### src/common/sqdr_pkg.sv
// Package: register map, field layout and reset values of the loop diagnostic registers.
// Assumes a single 125 MHz core clock domain.
`default_nettype none
package sqdr_pkg;
  localparam logic [6:0]  REQ_ADDR       = 7'h38;
  localparam logic [6:0]  RES_ADDR       = 7'h37;
  localparam int          REG_W          = 20;
  localparam logic [19:0] REQ_RESET      = 20'h00007;
  localparam logic [19:0] RES_RESET      = 20'h00000;
  // Request register field positions
  localparam int          LEAK_LSB       = 0;
  localparam int          RES_LSB        = 4;
  localparam int          REGULATOR_CURRENT_MONITOR_LSB       = 8;
  localparam int          SINK_BIT       = 10;
  localparam int          SRC_LSB        = 11;
  localparam int          PD_BIT         = 13;
  localparam int          CUR_SEL_BIT    = 14;
  localparam int          DEPTH_BIT      = 15;
  // Result register field positions
  localparam int          R_LEAK_LSB     = 0;
  localparam int          R_PIN_BIT      = 4;
  localparam int          R_BAT_BIT      = 5;
  localparam int          R_GND_BIT      = 6;
  localparam int          R_SHORT_BIT    = 7;
  localparam int          NUM_CH         = 4;
  localparam logic [1:0]  SRC_SEL_ONLY   = 2'h2;
  localparam logic [1:0]  SRC_ALL_OFF    = 2'h3;
  localparam int          SYNC_STAGES    = 2;
endpackage
`default_nettype wire

### src/hdl/sqdr_chan_decode.sv
// Channel select decoder: four-bit code to one-hot channel vector.
// Assumes codes above 3 select no channel.
`default_nettype none
module sqdr_chan_decode (
  input  wire logic [3:0] code,
  output logic      [3:0] onehot
);
  always_comb begin
    onehot = 4'h0;
    if (code < 4'h4) begin
      onehot[code[1:0]] = 1'b1;
    end
  end
endmodule
`default_nettype wire

### src/hdl/sqdr_sync.sv
// Two-flop synchroniser for asynchronous level inputs.
// Assumes the input is a slow level.
`default_nettype none
module sqdr_sync #(
  parameter int W = 1
) (
  input  wire logic         core_clk,
  input  wire logic         rst_n,
  input  wire logic [W-1:0] d,
  output logic      [W-1:0] q
);
  logic [W-1:0] stage1;
  always_ff @(posedge core_clk or negedge rst_n) begin
    if (!rst_n) begin
      stage1 <= '0;
      q      <= '0;
    end else begin
      stage1 <= d;
      q      <= stage1;
    end
  end
endmodule
`default_nettype wire

### src/hdl/sqdr_regs.sv
// Loop diagnostic result and low-level request registers with derived channel controls.
// Assumes a same-clock serial frame decoder delivers word writes and read strobes.
//
// How it works
// - Loop-to-loop short flag reads 1 when a short between loops was found.
// - Ground fault flag reads 1 when a short to ground was detected.
// - Battery fault flag reads 1 when a short to battery was detected.
// - Result fields clear on soft reset, else change only on diagnostic writes.
// - Loop pin side from leakage diagnostic: 0 return pin, 1 feed pin.
// - Leakage channel code 0 to 3 selects a channel, higher selects none.
// - Pulldown bit 0 disables only monitored/sink/source channels; 1 disables all.
// - Pulldown and source fields change only by soft reset or host write.
// - Two-bit source control, reset 00, drives the resistance-selected channel.
// - Source 10 enables only the selected channel; 11 disables everywhere.
// - Resistance channel code 0 to 3 selects a channel, higher selects none.
// - Depth select: 0 low level, 1 high level; soft reset or host write.
`default_nettype none
module sqdr_regs (
  input  wire logic        core_clk,
  input  wire logic        resetn,
  input  wire logic        soft_system_reset,
  input  wire logic        host_wr,
  input  wire logic        host_rd,
  input  wire logic [6:0]  host_addr,
  input  wire logic [19:0] host_wdata,
  input  wire logic        diag_result_we,
  input  wire logic        loop_to_loop_short_in,
  input  wire logic        ground_fault_in,
  input  wire logic        battery_fault_in,
  input  wire logic        leak_result_we,
  input  wire logic        loop_pin_side_in,
  input  wire logic [3:0]  leakage_channel_in,
  input  wire logic        ground_fault_leak_in,
  input  wire logic        battery_fault_leak_in,
  output logic      [19:0] host_rdata,
  output logic             host_rvalid,
  output logic             loop_to_loop_short_flag,
  output logic             ground_fault_flag,
  output logic             battery_fault_flag,
  output logic             loop_pin_side,
  output logic      [3:0]  leakage_channel_select,
  output logic             diagnostic_depth_select,
  output logic             source_current_value_select,
  output logic             pulldown_control,
  output logic      [1:0]  high_side_source_control,
  output logic             low_side_sink_control,
  output logic      [1:0]  regulator_current_monitor,
  output logic      [3:0]  resistance_channel_select,
  output logic      [3:0]  req_leakage_channel,
  output logic      [3:0]  source_enable,
  output logic      [3:0]  sink_enable,
  output logic      [3:0]  pulldown_disable
);
  logic       rst_q1;
  logic       rst_n;
  logic       soft_sync;
  logic       req_hit;
  logic [3:0] res_onehot;
  logic [3:0] leak_onehot;
  logic [3:0] next_source_enable;
  logic [3:0] next_sink_enable;
  logic [3:0] next_pulldown_disable;
  logic [19:0] next_host_rdata;

  // Reset release through two flops
  always_ff @(posedge core_clk or negedge resetn) begin
    if (!resetn) begin
      rst_q1 <= 1'b0;
      rst_n  <= 1'b0;
    end else begin
      rst_q1 <= 1'b1;
      rst_n  <= rst_q1;
    end
  end

  // Soft reset arrives from the system state machine asynchronously
  sqdr_sync #(
    .W (1)
  ) u_soft_sync (
    .core_clk (core_clk),
    .rst_n    (rst_n),
    .d        (soft_system_reset),
    .q        (soft_sync)
  );

  // Request register address match, shared by write and readback
  function automatic logic is_req_addr(input logic [6:0] addr);
    return addr == sqdr_pkg::REQ_ADDR;
  endfunction

  assign req_hit = host_wr && is_req_addr(host_addr);

  // Result: loop diagnostic fields
  always_ff @(posedge core_clk or negedge rst_n) begin
    if (!rst_n) begin
      loop_to_loop_short_flag <= 1'b0;
    end else if (soft_sync) begin
      loop_to_loop_short_flag <= 1'b0;
    end else if (diag_result_we) begin
      loop_to_loop_short_flag <= loop_to_loop_short_in;
    end
  end

  // Result: ground fault flag, written by either diagnostic
  always_ff @(posedge core_clk or negedge rst_n) begin
    if (!rst_n) begin
      ground_fault_flag <= 1'b0;
    end else if (soft_sync) begin
      ground_fault_flag <= 1'b0;
    end else if (diag_result_we) begin
      ground_fault_flag <= ground_fault_in;
    end else if (leak_result_we) begin
      ground_fault_flag <= ground_fault_leak_in;
    end
  end

  // Result: battery fault flag, written by either diagnostic
  always_ff @(posedge core_clk or negedge rst_n) begin
    if (!rst_n) begin
      battery_fault_flag <= 1'b0;
    end else if (soft_sync) begin
      battery_fault_flag <= 1'b0;
    end else if (diag_result_we) begin
      battery_fault_flag <= battery_fault_in;
    end else if (leak_result_we) begin
      battery_fault_flag <= battery_fault_leak_in;
    end
  end

  // Result: pin side from leakage diagnostic
  always_ff @(posedge core_clk or negedge rst_n) begin
    if (!rst_n) begin
      loop_pin_side <= 1'b0;
    end else if (soft_sync) begin
      loop_pin_side <= 1'b0;
    end else if (leak_result_we) begin
      loop_pin_side <= loop_pin_side_in;
    end
  end

  // Result: leakage channel from leakage diagnostic
  always_ff @(posedge core_clk or negedge rst_n) begin
    if (!rst_n) begin
      leakage_channel_select <= 4'h0;
    end else if (soft_sync) begin
      leakage_channel_select <= 4'h0;
    end else if (leak_result_we) begin
      leakage_channel_select <= leakage_channel_in;
    end
  end

  // Request: diagnostic depth
  always_ff @(posedge core_clk or negedge rst_n) begin
    if (!rst_n) begin
      diagnostic_depth_select <= sqdr_pkg::REQ_RESET[sqdr_pkg::DEPTH_BIT];
    end else if (soft_sync) begin
      diagnostic_depth_select <= sqdr_pkg::REQ_RESET[sqdr_pkg::DEPTH_BIT];
    end else if (req_hit) begin
      diagnostic_depth_select <= host_wdata[sqdr_pkg::DEPTH_BIT];
    end
  end

  // Request: source current value
  always_ff @(posedge core_clk or negedge rst_n) begin
    if (!rst_n) begin
      source_current_value_select <= sqdr_pkg::REQ_RESET[sqdr_pkg::CUR_SEL_BIT];
    end else if (soft_sync) begin
      source_current_value_select <= sqdr_pkg::REQ_RESET[sqdr_pkg::CUR_SEL_BIT];
    end else if (req_hit) begin
      source_current_value_select <= host_wdata[sqdr_pkg::CUR_SEL_BIT];
    end
  end

  // Request: pulldown control
  always_ff @(posedge core_clk or negedge rst_n) begin
    if (!rst_n) begin
      pulldown_control <= sqdr_pkg::REQ_RESET[sqdr_pkg::PD_BIT];
    end else if (soft_sync) begin
      pulldown_control <= sqdr_pkg::REQ_RESET[sqdr_pkg::PD_BIT];
    end else if (req_hit) begin
      pulldown_control <= host_wdata[sqdr_pkg::PD_BIT];
    end
  end

  // Request: high side source control
  always_ff @(posedge core_clk or negedge rst_n) begin
    if (!rst_n) begin
      high_side_source_control <= sqdr_pkg::REQ_RESET[sqdr_pkg::SRC_LSB +: 2];
    end else if (soft_sync) begin
      high_side_source_control <= sqdr_pkg::REQ_RESET[sqdr_pkg::SRC_LSB +: 2];
    end else if (req_hit) begin
      high_side_source_control <= host_wdata[sqdr_pkg::SRC_LSB +: 2];
    end
  end

  // Request: low side sink control
  always_ff @(posedge core_clk or negedge rst_n) begin
    if (!rst_n) begin
      low_side_sink_control <= sqdr_pkg::REQ_RESET[sqdr_pkg::SINK_BIT];
    end else if (soft_sync) begin
      low_side_sink_control <= sqdr_pkg::REQ_RESET[sqdr_pkg::SINK_BIT];
    end else if (req_hit) begin
      low_side_sink_control <= host_wdata[sqdr_pkg::SINK_BIT];
    end
  end

  // Request: regulator current monitor
  always_ff @(posedge core_clk or negedge rst_n) begin
    if (!rst_n) begin
      regulator_current_monitor <= sqdr_pkg::REQ_RESET[sqdr_pkg::REGULATOR_CURRENT_MONITOR_LSB +: 2];
    end else if (soft_sync) begin
      regulator_current_monitor <= sqdr_pkg::REQ_RESET[sqdr_pkg::REGULATOR_CURRENT_MONITOR_LSB +: 2];
    end else if (req_hit) begin
      regulator_current_monitor <= host_wdata[sqdr_pkg::REGULATOR_CURRENT_MONITOR_LSB +: 2];
    end
  end

  // Request: resistance channel select
  always_ff @(posedge core_clk or negedge rst_n) begin
    if (!rst_n) begin
      resistance_channel_select <= sqdr_pkg::REQ_RESET[sqdr_pkg::RES_LSB +: 4];
    end else if (soft_sync) begin
      resistance_channel_select <= sqdr_pkg::REQ_RESET[sqdr_pkg::RES_LSB +: 4];
    end else if (req_hit) begin
      resistance_channel_select <= host_wdata[sqdr_pkg::RES_LSB +: 4];
    end
  end

  // Request: leakage channel select
  always_ff @(posedge core_clk or negedge rst_n) begin
    if (!rst_n) begin
      req_leakage_channel <= sqdr_pkg::REQ_RESET[sqdr_pkg::LEAK_LSB +: 4];
    end else if (soft_sync) begin
      req_leakage_channel <= sqdr_pkg::REQ_RESET[sqdr_pkg::LEAK_LSB +: 4];
    end else if (req_hit) begin
      req_leakage_channel <= host_wdata[sqdr_pkg::LEAK_LSB +: 4];
    end
  end

  // Channel decodes
  sqdr_chan_decode u_res_dec (
    .code   (resistance_channel_select),
    .onehot (res_onehot)
  );

  sqdr_chan_decode u_leak_dec (
    .code   (req_leakage_channel),
    .onehot (leak_onehot)
  );

  // Per-channel current controls; source codes other than 10 keep the source off
  for (genvar ch = 0; ch < sqdr_pkg::NUM_CH; ch++) begin : g_chan
    logic monitor_on;
    assign monitor_on                = (regulator_current_monitor != 2'h0) && leak_onehot[ch];
    assign next_source_enable[ch]    = (high_side_source_control == sqdr_pkg::SRC_SEL_ONLY)
                                       && res_onehot[ch];
    assign next_sink_enable[ch]      = low_side_sink_control && res_onehot[ch];
    assign next_pulldown_disable[ch] = pulldown_control || next_source_enable[ch]
                                       || next_sink_enable[ch] || monitor_on;
  end

  always_ff @(posedge core_clk or negedge rst_n) begin
    if (!rst_n) begin
      source_enable    <= 4'h0;
      sink_enable      <= 4'h0;
      pulldown_disable <= 4'h0;
    end else begin
      source_enable    <= next_source_enable;
      sink_enable      <= next_sink_enable;
      pulldown_disable <= next_pulldown_disable;
    end
  end

  // Readback word for the addressed register; unmapped reads return zero
  always_comb begin
    next_host_rdata = 20'h00000;
    if (is_req_addr(host_addr)) begin
      next_host_rdata = {4'h0, diagnostic_depth_select, source_current_value_select, pulldown_control,
                         high_side_source_control, low_side_sink_control, regulator_current_monitor,
                         resistance_channel_select, req_leakage_channel};
    end else if (host_addr == sqdr_pkg::RES_ADDR) begin
      next_host_rdata = {12'h000, loop_to_loop_short_flag, ground_fault_flag, battery_fault_flag,
                         loop_pin_side, leakage_channel_select};
    end
  end

  // Read strobe answered one cycle later
  always_ff @(posedge core_clk or negedge rst_n) begin
    if (!rst_n) begin
      host_rvalid <= 1'b0;
    end else begin
      host_rvalid <= host_rd;
    end
  end

  // Read data stands until the next read
  always_ff @(posedge core_clk or negedge rst_n) begin
    if (!rst_n) begin
      host_rdata <= 20'h00000;
    end else if (host_rd) begin
      host_rdata <= next_host_rdata;
    end
  end
endmodule
`default_nettype wire

### config.mk
export PLATFORM = sky130hd
export DESIGN_NAME = sqdr_regs
export DESIGN_NICKNAME = d
export VERILOG_FILES = /design/src/common/sqdr_pkg.sv /design/src/hdl/sqdr_chan_decode.sv /design/src/hdl/sqdr_sync.sv /design/src/hdl/sqdr_regs.sv
export SDC_FILE = /design/constraint.sdc
export NUM_CORES = 1
export LEC_CHECK = 0
export ABC_AREA = 1
export BUFFER_PORTS_ARGS = -buffer_cell sky130_fd_sc_hd__buf_4
export CAP_MARGIN = 0
export CORE_MARGIN = 8
export CORE_UTILIZATION = 45
export CTS_BUF_LIST = sky130_fd_sc_hd__clkbuf_8
export CTS_CLUSTER_SIZE = 10
export DETAILED_ROUTE_END_ITERATION = 6
export PLACE_DENSITY = 0.79
export SLEW_MARGIN = 20
export SYNTH_ARGS = -nofsm -noshare
export SYNTH_HDL_FRONTEND = slang
export SYNTH_SLANG_ARGS = --single-unit
### constraint.sdc
create_clock -name core_clk -period 1.66 [get_ports core_clk]
set_input_delay 0.083 -clock core_clk [delete_from_list [all_inputs] [get_ports core_clk]]
set_output_delay 0.083 -clock core_clk [all_outputs]
set_load 0.01 [all_outputs]
==> results.txt <==
* Outcome: complete, no violations
- Pin placement for this block handled 101 I/O pins.
- For the worst setup path, the data required time is 1.90 ns.
- Layout area overhead: 42.9%
- Post-CTS Setup Bufs: 0
- First-pass GRT wire length: 12200 µm
* Share of total power in sequential cells: 49.3%
- Final global-route overflow total: 0
- Path type of the worst min-delay path: in -> reg
* Register-to-Register Setup Slack: 0.42 ns
- For the final database, setup skew stands at 0.00540 ns.
- Die extent in x: 91.2 µm
- Longest Clk Path Bufs: 2
- Area of the die: 0.00832 mm²
- The number of antenna violations at the first check in global routing was 0.
* Cell leakage power: 0.00203 µW
- Routed via count divided by cell count: 5.06
* Maximum frequency from static timing analysis: 0.805 GHz
* Via total after detailed routing: 2389
- Data arrives at the worst endpoint at 1.48 ns.
- Sum of net half-perimeters after detailed placement: 5210 µm
* Final-report hold violation count: 0
* Final number of setup-violating endpoints: 0
- Counting distinct cell types in the post-synthesis netlist gives 23.
* Total of max-cap violations: 0
- For this design the total switching power over the nets is 702 µW.
- Of the total power, the share spent switching nets is 23.7%.
- After detailed routing, the number of remaining DRC violations is 0.
* Clk pwr share: 41.0%
* Hold endpoint: req_leakage_channel[3]
- The worst setup path is launched from a flop.
- Internal portion of total power: 2260 µW
* Number of global-route vias before repair: 2505
- Initial core utilization: 46.5%
* Final-stage net count: 439
- Relative max-transition margin: 66.3%
- In this run the remaining antenna-violating nets after routing total 0.
- Mean instance size in the synthesized netlist: 8.93 µm²
- After synthesis the netlist holds a flip-flop and latch count of 57.
- Entering global routing, the biggest net connects 34 pins.
* DRT Pass-1 Iters: 4
- Power density over cell area: 814 mW/mm²
* Clock sinks: 57
* Post-CTS resize count: 0
- After detailed routing, the total wire length is 7240 µm.
- DR WL/cell: 15.3 µm
- Buffer cell driving the clock tree root: clkbuf_8
- Post-CTS clock slew at the launch and capture registers of the worst setup and hold paths: 0.06 ns
- Startpoint of the lowest-slack register-to-register path: u_soft_sync.q
- Number of H-tree branching levels: 3
* Commonest cells after routing, fill and taps aside: buf_4, nand2_1, dfrtp_1
- The worst register-to-register path ends at ground_fault_flag.
- After floorplanning, the core was sized to cover 0.00547 mm².
- The critical path is of the reg -> reg type.
- Die Y: 91.2 µm
- Source of the worst hold timing path: host_wdata[3]
* Slew Limit Fails: 0
- In this run the core area contains 27 standard-cell rows.
* Gate count after technology mapping: 285
- Yosys printed 0 warnings.
* Endpoint class of the critical path: flop
- Measured in cells, the most critical reg-to-reg path has a length of 3.
* I/O Buffers: 92
- Worst hold slack: 0.0157 ns
- Setup repair after global routing left no endpoint under its margin.
- In this run the cell area of the synthesized design comes to 0.00255 mm².
- For the worst-skew pair, the clock arrives at the later sink with an insertion delay of 0.33 ns.
- The number of clock buffers added by TritonCTS is 9.
- Cells with a size suffix above 1 make up 33.0% of the layout.
- Last weighted congestion value of the routability-driven placer: 0.824
- Slew at the pin with the worst max-slew slack: 0.505 ns
- After layout, the minimum clock period comes to 1.24 ns.
* Fraction of the cycle the final worst path needs: 74.8%
* Cells on Worst Hold Path: 3
- After the first detailed-routing iteration, the DRC count stood at 71.
* Worst VDD drop: 468 µV
- TritonCTS clock tree: done
- Number of antenna cells inserted: 0
- Combinational logic is responsible for 9.7% of the overall power.
* Setup TNS after final layout: 0 ns
* GRT Overall Usage: 18.3%
- Of all nets on the critical path, the largest fanout is 18.
- Leading cell type in the layout, fill and taps excluded: buf_4
- Proportion of synthesized chip area in sequential cells: 56.2%
-- cell usage after synthesis, drive strengths merged --
cell type / number / area share (%)
buf: 14 / 3.8
clkbuf: 1 / 0.15
conb: 2 / 0.29
dfrtp: 54 / 53
dfstp: 3 / 3.1
inv: 20 / 2.9
nand2: 85 / 13
nand3: 51 / 11
nand3b: 1 / 0.29
nand4: 23 / 5.7
nor2: 22 / 4.5
o21ai: 3 / 0.59
o31ai: 2 / 0.59
or2: 4 / 0.98
-- worst max-delay path: stages, from the launching register on --
cell and delay (ns):
dfrtp_1 0.43, inv_2 0.30, o21ai_0 0.19, o31ai_1 0.23
-- registers in the layout, indices dropped and copies added (netlist names), 2 cells and up --
register                   cells
high_side_source_control       2
host_rdata                    16
sink_enable                    4
resistance_channel_select      4
leakage_channel_select         4
pulldown_disable               4
req_leakage_channel            4
source_enable                  4
regulator_current_monitor      2
-- timing repair --
item,in CTS,in global routing
hold endpoints to repair,16,0
hold buffers,15,0
endpoints found under the setup margin,0,0
-- through the flow --
| stage | total power [µW] | utilization, % | instance area, µm² | cells | setup WS, ns |
|---|---|---|---|---|---|
| floorplan | 1590 | - | 2560 | 288 | 0.632 |
| global placement | 1740 | 60.2 | 3290 | 441 | 0.466 |
| detailed placement | 1740 | 60.2 | 3290 | 441 | 0.427 |
| CTS | 2990 | 66.5 | 3640 | 472 | 0.415 |
| global route | 3090 | 66.5 | 3640 | 472 | 0.317 |
| finish | 2960 | 66.5 | 3640 | 472 | 0.418 |
-- metal layers --
layer / GRT usage, % / routed length, µm / up-vias
met5: 0 / 0 / -
met4: 5.73 / 102 / 0
met3: 8.15 / 627 / 12
met2: 30.4 / 3570 / 98
met1: 20.6 / 2940 / 1128
li1: - / - / 1151
-- layout make-up --
cell class / count / area (µm²)
clock buffers: 13 / 179
well taps: 72 / 90.1
fillers: 476 / 1840
clock inverters: 3 / 15.0
repair buffers: 111 / 896
inverters: 20 / 75.1
multi-input cells: 196 / 951
flip-flops and latches: 57 / 1430
-- power by group through the flow --
stage | Sequential, µW | Combinational (µW) | Clock, µW
floorplan | 1500 | 98.2 | 0
global placement | 1480 | 254 | 0
detailed placement | 1490 | 258 | 0
CTS | 1460 | 287 | 1240
global route | 1470 | 317 | 1300
finish | 1460 | 287 | 1210
-- kinds of logic after synthesis --
logic type | Yosys count | synth area share (%)
AND/OR/NAND/NOR | 186 | 35.4
flip-flops | 57 | 56.2
other | 2 | 0.295
AO/OA/AOI/OAI | 5 | 1.18
buffers and inverters | 35 | 6.93
-- worst max path at each step --
stage	startpoint	end	slack [ns]
after global placement	u_soft_sync.q	ground_fault_flag	0.47
after detailed placement	u_soft_sync.q	ground_fault_flag	0.43
after CTS	u_soft_sync.q	ground_fault_flag	0.41
final	u_soft_sync.q	ground_fault_flag	0.42
after global routing	resistance_channel_select[3]	pulldown_disable[2]	0.32
after floorplan	resistance_channel_select[3]	pulldown_disable[2]	0.63
Power figures use the tool's default switching activity.
